<file path="config.mk">
export PLATFORM = sky130hd
export DESIGN_NAME = clock_output_pair_control
export DESIGN_NICKNAME = d
export VERILOG_FILES = /design/src/clock_output_pair_pkg.sv /design/src/clock_output_pair_control.sv
export VERILOG_INCLUDE_DIRS = /design/src
export SDC_FILE = /design/constraint.sdc
export NUM_CORES = 1
export LEC_CHECK = 0
export BUFFER_PORTS_ARGS = -buffer_cell sky130_fd_sc_hd__buf_4
export CAP_MARGIN = 20
export CORE_MARGIN = 2
export CORE_UTILIZATION = 40
export DETAILED_ROUTE_END_ITERATION = 12
export PLACE_DENSITY = 0.66
export SLEW_MARGIN = 20
export SYNTH_ARGS = -nofsm -noshare
export SYNTH_HDL_FRONTEND = slang
export SYNTH_SLANG_ARGS = --single-unit
export TNS_END_PERCENT = 30
</file>
<file path="constraint.sdc">
create_clock -name ref_clk -period 1.8 [get_ports ref_clk]
set_input_delay 0.36 -clock ref_clk [delete_from_list [all_inputs] [get_ports ref_clk]]
set_output_delay 0.36 -clock ref_clk [all_outputs]
set_load 0.05 [all_outputs]
</file>
<file path="src/clock_output_pair_params.svh">
// constants for the clock output pair control register bank
// assumes the device register port presents byte-wide accesses
`ifndef CLOCK_OUTPUT_PAIR_PARAMS_SVH
`define CLOCK_OUTPUT_PAIR_PARAMS_SVH

// ----------------------------------------------------------------
// register addresses
// ----------------------------------------------------------------
`define TYPE_ENABLE_ADDR   12'h254
`define SOURCE_SELECT_ADDR 12'h255

// ----------------------------------------------------------------
// reset values and writable masks
// ----------------------------------------------------------------
`define TYPE_ENABLE_RESET   8'hA0
`define SOURCE_SELECT_RESET 8'h00
`define TYPE_ENABLE_MASK    8'hAF
`define SOURCE_SELECT_MASK  8'h04

// ----------------------------------------------------------------
// idle read data and drive flop reset values
// ----------------------------------------------------------------
`define READ_IDLE_DATA      8'h00
`define DRIVE_RESET_TYPE    1'b1
`define DRIVE_RESET_ENABLE  2'b00

// ----------------------------------------------------------------
// field positions
// ----------------------------------------------------------------
`define PAIR_TEN_TYPE_BIT    7
`define PAIR_EIGHT_TYPE_BIT  5
`define OUT_ELEVEN_EN_BIT    3
`define OUT_TEN_EN_BIT       2
`define OUT_NINE_EN_BIT      1
`define OUT_EIGHT_EN_BIT     0
`define PAIR_TEN_SOURCE_BIT  2

`endif

</file>
<file path="src/clock_output_pair_pkg.sv">
// types for the clock output pair control register bank
// assumes the params header is included by the design module
package clock_output_pair_pkg;

  // ----------------------------------------------------------------
  // divider identifiers
  // ----------------------------------------------------------------
  typedef enum logic [2:0]
  {
    synth_three_div_a = 3'h0,
    synth_three_div_b = 3'h1,
    synth_two_div_c   = 3'h2,
    synth_two_div_d   = 3'h3
  } divider_sel_t;

  // per-pair state handed to the output drivers
  typedef struct packed
  {
    logic         differential;
    logic [1:0]   enable;
    divider_sel_t source;
  } pair_drive_t;

endpackage

</file>
<file path="src/clock_output_pair_control.sv">
// register bank configuring clock outputs eight to eleven as two pairs
// assumes a byte register port synchronous to ref_clk and a remap
// level from the synthesizer two mailbox, also synchronous
//
// How it works
// - bit 7: pair ten/eleven CMOS or differential
// - bit 5: pair eight/nine CMOS or differential
// - remap picks eight/nine divider source
// - bit 3 enables eleven, CMOS only
// - bit 2 enables ten, both when differential
// - bit 1 enables nine, CMOS only
// - bit 0 enables eight, both when differential
// - remap 0: route bit picks synth three B/A
// - remap 1: route bit picks synth two D/C
`timescale 1ns/10ps
`include "clock_output_pair_params.svh"

module clock_output_pair_control
  import clock_output_pair_pkg::*;
(
  // clock, reset, enable
  input  wire logic        ref_clk,
  input  wire logic        reset,
  input  wire logic        clk_en,
  // register port
  input  wire logic [11:0] reg_addr,
  input  wire logic        reg_write,
  input  wire logic        reg_read,
  input  wire logic [7:0]  reg_wdata,
  output      logic [7:0]  reg_rdata,
  // mailbox remap level
  input  wire logic        synth_two_mailbox_remap,
  // output driver controls
  output      pair_drive_t pair_eight_drive,
  output      pair_drive_t pair_ten_drive
);

  // ----------------------------------------------------------------
  // register storage
  // ----------------------------------------------------------------
  logic [7:0] output_pair_type_enable_c;   // type and enable bits
  logic [7:0] output_pair_source_select_c; // routing bit
  pair_drive_t next_pair_eight;            // decoded pair 8/9 state
  pair_drive_t next_pair_ten;              // decoded pair 10/11 state

  // register writes; reserved bits masked so they always hold zero
  always_ff @(posedge ref_clk)
  begin
    if (reset)
    begin
      output_pair_type_enable_c   <= `TYPE_ENABLE_RESET;
      output_pair_source_select_c <= `SOURCE_SELECT_RESET;
    end
    else if (clk_en && reg_write)
    begin
      if (reg_addr == `TYPE_ENABLE_ADDR)
        output_pair_type_enable_c <= reg_wdata & `TYPE_ENABLE_MASK;
      else if (reg_addr == `SOURCE_SELECT_ADDR)
        output_pair_source_select_c <= reg_wdata & `SOURCE_SELECT_MASK;
    end
  end

  // registered read data; unmapped addresses read zero
  always_ff @(posedge ref_clk)
  begin
    if (reset)
      reg_rdata <= `READ_IDLE_DATA;
    else if (clk_en && reg_read)
    begin
      if (reg_addr == `TYPE_ENABLE_ADDR)
        reg_rdata <= output_pair_type_enable_c;
      else if (reg_addr == `SOURCE_SELECT_ADDR)
        reg_rdata <= output_pair_source_select_c;
      else
        reg_rdata <= `READ_IDLE_DATA;
    end
  end

  // ----------------------------------------------------------------
  // output decode
  // ----------------------------------------------------------------
  always_comb
  begin
    next_pair_eight.differential =
      output_pair_type_enable_c[`PAIR_EIGHT_TYPE_BIT];
    next_pair_ten.differential =
      output_pair_type_enable_c[`PAIR_TEN_TYPE_BIT];
    // eight, or whole pair when differential
    next_pair_eight.enable[0] =
      output_pair_type_enable_c[`OUT_EIGHT_EN_BIT];
    // nine ignores own bit when differential
    next_pair_eight.enable[1] = next_pair_eight.differential ?
      output_pair_type_enable_c[`OUT_EIGHT_EN_BIT] :
      output_pair_type_enable_c[`OUT_NINE_EN_BIT];
    // ten, or whole pair when differential
    next_pair_ten.enable[0] =
      output_pair_type_enable_c[`OUT_TEN_EN_BIT];
    // eleven ignores own bit when differential
    next_pair_ten.enable[1] = next_pair_ten.differential ?
      output_pair_type_enable_c[`OUT_TEN_EN_BIT] :
      output_pair_type_enable_c[`OUT_ELEVEN_EN_BIT];
    // remap moves pair eight to synth two
    next_pair_eight.source = synth_two_mailbox_remap ?
      synth_two_div_c : synth_three_div_a;
    // synth three B or A when not remapped
    // synth two D or C when remapped
    if (synth_two_mailbox_remap)
      next_pair_ten.source =
        output_pair_source_select_c[`PAIR_TEN_SOURCE_BIT] ?
        synth_two_div_c : synth_two_div_d;
    else
      next_pair_ten.source =
        output_pair_source_select_c[`PAIR_TEN_SOURCE_BIT] ?
        synth_three_div_a : synth_three_div_b;
  end

  // output flops; one cycle behind the registers and remap level
  always_ff @(posedge ref_clk)
  begin
    if (reset)
    begin
      // reset drives match the decode of the register reset values
      // with remap low; a high remap shows one edge after release
      pair_eight_drive <= '{`DRIVE_RESET_TYPE, `DRIVE_RESET_ENABLE,
                            synth_three_div_a};
      pair_ten_drive   <= '{`DRIVE_RESET_TYPE, `DRIVE_RESET_ENABLE,
                            synth_three_div_b};
    end
    else if (clk_en)
    begin
      pair_eight_drive <= next_pair_eight;
      pair_ten_drive   <= next_pair_ten;
    end
  end

  // ----------------------------------------------------------------
  // checks
  // ----------------------------------------------------------------
  // each check except reserved_zero_a looks one edge after an enabled edge, as the drives are
  // flopped copies of the decode; the edge that leaves reset is skipped
  // in the source checks other than ten_route_a, since the drive flops then still
  // hold fixed reset sources

  ten_type_a: assert property (@(posedge ref_clk)
    disable iff (reset)
    clk_en |=> pair_ten_drive.differential ==
      $past(output_pair_type_enable_c[`PAIR_TEN_TYPE_BIT]))
    else $error("pair ten type mismatch");

  eight_type_a: assert property (@(posedge ref_clk)
    disable iff (reset)
    clk_en |=> pair_eight_drive.differential ==
      $past(output_pair_type_enable_c[`PAIR_EIGHT_TYPE_BIT]))
    else $error("pair eight type mismatch");

  eight_source_a: assert property (@(posedge ref_clk)
    disable iff (reset)
    clk_en && !reset && synth_two_mailbox_remap |=>
      pair_eight_drive.source == synth_two_div_c)
    else $error("pair eight remap source wrong");

  eight_base_a: assert property (@(posedge ref_clk)
    disable iff (reset)
    clk_en && !reset && !synth_two_mailbox_remap |=>
      pair_eight_drive.source == synth_three_div_a)
    else $error("pair eight base source wrong");

  eleven_enable_a: assert property (@(posedge ref_clk)
    disable iff (reset)
    clk_en && !output_pair_type_enable_c[`PAIR_TEN_TYPE_BIT] |=>
      pair_ten_drive.enable[1] ==
        $past(output_pair_type_enable_c[`OUT_ELEVEN_EN_BIT]))
    else $error("eleven enable wrong in cmos");

  ten_joint_a: assert property (@(posedge ref_clk)
    disable iff (reset)
    clk_en && output_pair_type_enable_c[`PAIR_TEN_TYPE_BIT] |=>
      pair_ten_drive.enable[1] == pair_ten_drive.enable[0])
    else $error("pair ten joint enable broken");

  ten_enable_a: assert property (@(posedge ref_clk)
    disable iff (reset)
    clk_en |=> pair_ten_drive.enable[0] ==
      $past(output_pair_type_enable_c[`OUT_TEN_EN_BIT]))
    else $error("ten enable wrong");

  nine_enable_a: assert property (@(posedge ref_clk)
    disable iff (reset)
    clk_en && !output_pair_type_enable_c[`PAIR_EIGHT_TYPE_BIT] |=>
      pair_eight_drive.enable[1] ==
        $past(output_pair_type_enable_c[`OUT_NINE_EN_BIT]))
    else $error("nine enable wrong in cmos");

  eight_joint_a: assert property (@(posedge ref_clk)
    disable iff (reset)
    clk_en && output_pair_type_enable_c[`PAIR_EIGHT_TYPE_BIT] |=>
      pair_eight_drive.enable == {2{$past(
        output_pair_type_enable_c[`OUT_EIGHT_EN_BIT])}})
    else $error("pair eight joint enable broken");

  eight_enable_a: assert property (@(posedge ref_clk)
    disable iff (reset)
    clk_en |=> pair_eight_drive.enable[0] ==
      $past(output_pair_type_enable_c[`OUT_EIGHT_EN_BIT]))
    else $error("eight enable wrong");

  ten_route_a: assert property (@(posedge ref_clk)
    disable iff (reset)
    clk_en && !synth_two_mailbox_remap &&
      !output_pair_source_select_c[`PAIR_TEN_SOURCE_BIT] |=>
      pair_ten_drive.source == synth_three_div_b)
    else $error("pair ten synth three route wrong");

  ten_route_high_a: assert property (@(posedge ref_clk)
    disable iff (reset)
    clk_en && !reset && !synth_two_mailbox_remap &&
      output_pair_source_select_c[`PAIR_TEN_SOURCE_BIT] |=>
      pair_ten_drive.source == synth_three_div_a)
    else $error("pair ten synth three high route wrong");

  ten_remap_a: assert property (@(posedge ref_clk)
    disable iff (reset)
    clk_en && !reset && synth_two_mailbox_remap &&
      output_pair_source_select_c[`PAIR_TEN_SOURCE_BIT] |=>
      pair_ten_drive.source == synth_two_div_c)
    else $error("pair ten synth two route wrong");

  ten_remap_low_a: assert property (@(posedge ref_clk)
    disable iff (reset)
    clk_en && !reset && synth_two_mailbox_remap &&
      !output_pair_source_select_c[`PAIR_TEN_SOURCE_BIT] |=>
      pair_ten_drive.source == synth_two_div_d)
    else $error("pair ten synth two low route wrong");

  reserved_zero_a: assert property (@(posedge ref_clk)
    disable iff (reset)
    (output_pair_source_select_c & ~`SOURCE_SELECT_MASK) == 8'h00 &&
    (output_pair_type_enable_c & ~`TYPE_ENABLE_MASK) == 8'h00)
    else $error("reserved bit set");

  unmapped_read_a: assert property (@(posedge ref_clk)
    disable iff (reset)
    clk_en && reg_read && reg_addr != `TYPE_ENABLE_ADDR &&
      reg_addr != `SOURCE_SELECT_ADDR |=> reg_rdata == `READ_IDLE_DATA)
    else $error("unmapped read not zero");

endmodule

</file>
==> metrics.txt <==
x dimension of the die 53.5 um; overall die area 2860 um2; via count 797; number of filler instances in the final layout 227; count of mapped cells out of synthesis 101; part of the Yosys area used for sequential elements 0.430; worst-path maximum fanout 6; wire length of the first global-routing pass 3.22 mm; initial antenna violation count 0; Hold WC Path Type primary input to flip-flop; simple logic cell fraction of the synthesized area 0.277; WL final 1.93 mm; power share of the sequential group 0.563; Power Dens Cells 664 nW/um2; pin count of the biggest net entering global routing 29; setup-violating endpoint count in the final report 0; maximum level of the CTS H-tree 1; max-cap check violation count 0; Core ar. 2250 um2; leakage power of the design 0.546 nW; yosys synthesis warning count 0; signal arrival time at the worst endpoint 1520 ps; layout cells sized above 1 0.324; # Post-CTS Setup Buffers 0; final non-filler cell total 164; Initial DRT Pass Iterations 4; number of instances on the worst hold path 3; post-synthesis average cell area 9.69 um2; clock root cell sky130_fd_sc_hd__clkbuf_4; half-perimeter wire length after detailed placement 1.46 mm; critical path class primary input to flip-flop; Peak supply drop 0.483 mV; number of cells on the worst reg-to-reg path 2; Worst-Skew Late Latency 300 ps; highest achievable clock rate 784 MHz; DR iter-0 viols 5; clk buf depth 2; clock sinks 21; vias in the first global route 719; Critical R2R Capture reg_rdata[7]; post-layout min period 1280 ps; placed cell count 160; switching power share of the total 0.270; Post-DRT Antenna Nets 0; final routed DRC violation total 0; Logic pwr share 0.168; # diodes 0; Buffers on Ports 38; endpoint kind of the worst setup timing path flip-flop; starting density of the core 0.434; Routability Congestion 0.662; RSZ-0062 raised after global routing no; final hold violation count 0; required time at the endpoint of the critical path 2040 ps; multi-input logic area 497 um2; post-CTS sizing 0; final cycle utilization of the critical path 0.709; total count of max-transition violations in the final report 0; clock transition at the registers of the reported paths 110 ps; total area of sequential cells 420 um2; run status finished, final reports clean; area growth from synthesis to layout 29.5%; main combinational cell family by area after synthesis simple AND/OR/NAND/NOR gates; total net switching power 0.000227 W; Die Span Y 53.5 um; multiplexer fraction of the synthesized cell area 0.133; share of the synthesized netlist area taken by xor and xnor gates 0; Hold Path End output_pair_type_enable_c[5]; Synth Area in Compound Gates 0.0780; Post-Synthesis Cell Area 978 um2; TNS Setup 0 ps; launch point of the worst reg-to-reg path output_pair_type_enable_c[7]; part of the total power dissipated in the clock network 0.270; worst clock skew on the final layout 0.961 ps; distinct cell type count after synthesis 24; nets@finish 163; post-synthesis register bit count 21; I/O pins 46; worst hold start reg_wdata[5]; number of hold-repair buffers added at the cts stage 0; cts bufs inserted 3; residual overflow from global routing 0; average wire length per cell after detail routing 11.7 um; clock tree from TritonCTS yes; minimum setup slack among reg-to-reg paths 720 ps; vias per std cell 4.86; Startpoint Class primary input; standard-cell rows 17; adder-cell area share of the yosys netlist 0; global-route usage over all layers 0.154; Internal Pwr Total 0.000615 W
## power groups by stage
| stage | logic [W] | clock network [W] | registers [W] |
|---|---|---|---|
| floorplan | 0.0000746 | 0 | 0.000503 |
| global placement | 0.000140 | 0 | 0.000484 |
| detailed placement | 0.000142 | 0 | 0.000484 |
| CTS | 0.000142 | 0.000237 | 0.000474 |
| global route | 0.000152 | 0.000258 | 0.000475 |
| finish | 0.000141 | 0.000227 | 0.000474 |
## final cells by class
cell class / count / share of cell area
flip-flops and latches: 21 / 0.332
well taps: 28 / 0.0276
inverters: 1 / 0.00296
multi-input cells: 72 / 0.392
repair buffers: 38 / 0.225
clock buffers: 4 / 0.0207
## logic make-up (layout without fill, tap and decap cells)
group           count (synthesis)  after routing
buf+inv                        12             43
other cells                     1              5
flops                          21             21
mux                            13             13
compound gates                 12             12
simple gates                   42             42
## metal layers
metal | global-route usage | vias to the layer above | share of wire
met3 | 0.0593 | 0 | 0.096
met2 | 0.235 | 31 | 0.45
met4 | 0.0256 | 0 | 0
met5 | 0 | - | 0
li1 | - | 411 | -
met1 | 0.206 | 355 | 0.45
## synthesized netlist by cell type
cell type                  instances  area share
sky130_fd_sc_hd__dfxtp_1          21        0.43
sky130_fd_sc_hd__mux2i_1          13        0.13
sky130_fd_sc_hd__nand2b_1         10       0.064
sky130_fd_sc_hd__nor2_1            9       0.035
sky130_fd_sc_hd__nand2_1           7       0.027
sky130_fd_sc_hd__buf_4             6       0.046
sky130_fd_sc_hd__o21ai_0           6       0.031
sky130_fd_sc_hd__or4b_1            5       0.051
sky130_fd_sc_hd__clkbuf_1          3       0.012
sky130_fd_sc_hd__nor2b_1           3       0.019
sky130_fd_sc_hd__a211o_1           2       0.018
sky130_fd_sc_hd__a211oi_1          2       0.015
sky130_fd_sc_hd__and4bb_2          2       0.026
sky130_fd_sc_hd__nand3_1           2       0.010
sky130_fd_sc_hd__a21oi_1           1      0.0051
sky130_fd_sc_hd__and2_1            1      0.0064
sky130_fd_sc_hd__and4_1            1      0.0090
sky130_fd_sc_hd__buf_2             1      0.0051
sky130_fd_sc_hd__buf_6             1       0.012
sky130_fd_sc_hd__conb_1            1      0.0038
sky130_fd_sc_hd__inv_1             1      0.0038
sky130_fd_sc_hd__nand4_1           1      0.0064
sky130_fd_sc_hd__nor4b_4           1       0.024
sky130_fd_sc_hd__o41ai_1           1      0.0090
## sequential cells by signal, indices dropped and copies added, names as in the netlist
| register | flops |
|---|---|
| output_pair_type_enable_c | 6 |
| reg_rdata | 6 |
| pair_eight_drive | 4 |
| pair_ten_drive | 4 |
| output_pair_source_select_c | 1 |
## how the worst max path moves through the flow
stage	startpoint	end	cells after the start
6_report	reg_addr[11]	output_pair_type_enable_c[3]	4
2_1_floorplan	pair_eight_drive[1]	pair_ten_drive[1]	1
4_1_cts	reg_addr[11]	output_pair_type_enable_c[3]	4
3_5_place_dp	reg_addr[11]	output_pair_type_enable_c[1]	4
3_3_place_gp	reg_addr[11]	output_pair_type_enable_c[5]	4
5_1_grt	reg_addr[11]	output_pair_type_enable_c[5]	4
## metrics by stage
| step | hold WS (ps) | area [um2] | util | worst slack [ps] | power, W |
|---|---|---|---|---|---|
| finish | 305 | 1270 | 0.562 | 524 | 0.000842 |
| global route | 296 | 1270 | 0.562 | 448 | 0.000885 |
| CTS | 296 | 1270 | 0.562 | 517 | 0.000852 |
| detailed placement | 453 | 1240 | 0.550 | 196 | 0.000626 |
| global placement | 439 | 1240 | 0.550 | 220 | 0.000624 |
| floorplan | 456 | 993 | - | 528 | 0.000578 |
## critical path, stage by stage
cell and delay, ps:
sky130_fd_sc_hd__buf_4 120, sky130_fd_sc_hd__nor4b_4 340, sky130_fd_sc_hd__and4_1 480, sky130_fd_sc_hd__mux2i_1 220
## placed cells by master (no fill, tap or decap), drive strengths merged
cell / count
buf: 38
dfxtp: 21
mux2i: 13
nand2b: 10
nor2: 9
nand2: 7
o21ai: 6
or4b: 5
conb: 5
clkbuf: 4
nor2b: 3
and4bb: 2
a211o: 2
a211oi: 2
nand3: 2
nor4b: 1
and4: 1
and2: 1
nand4: 1
inv: 1
a21oi: 1
o41ai: 1
Note: power is estimated with default switching activity, not from simulation.
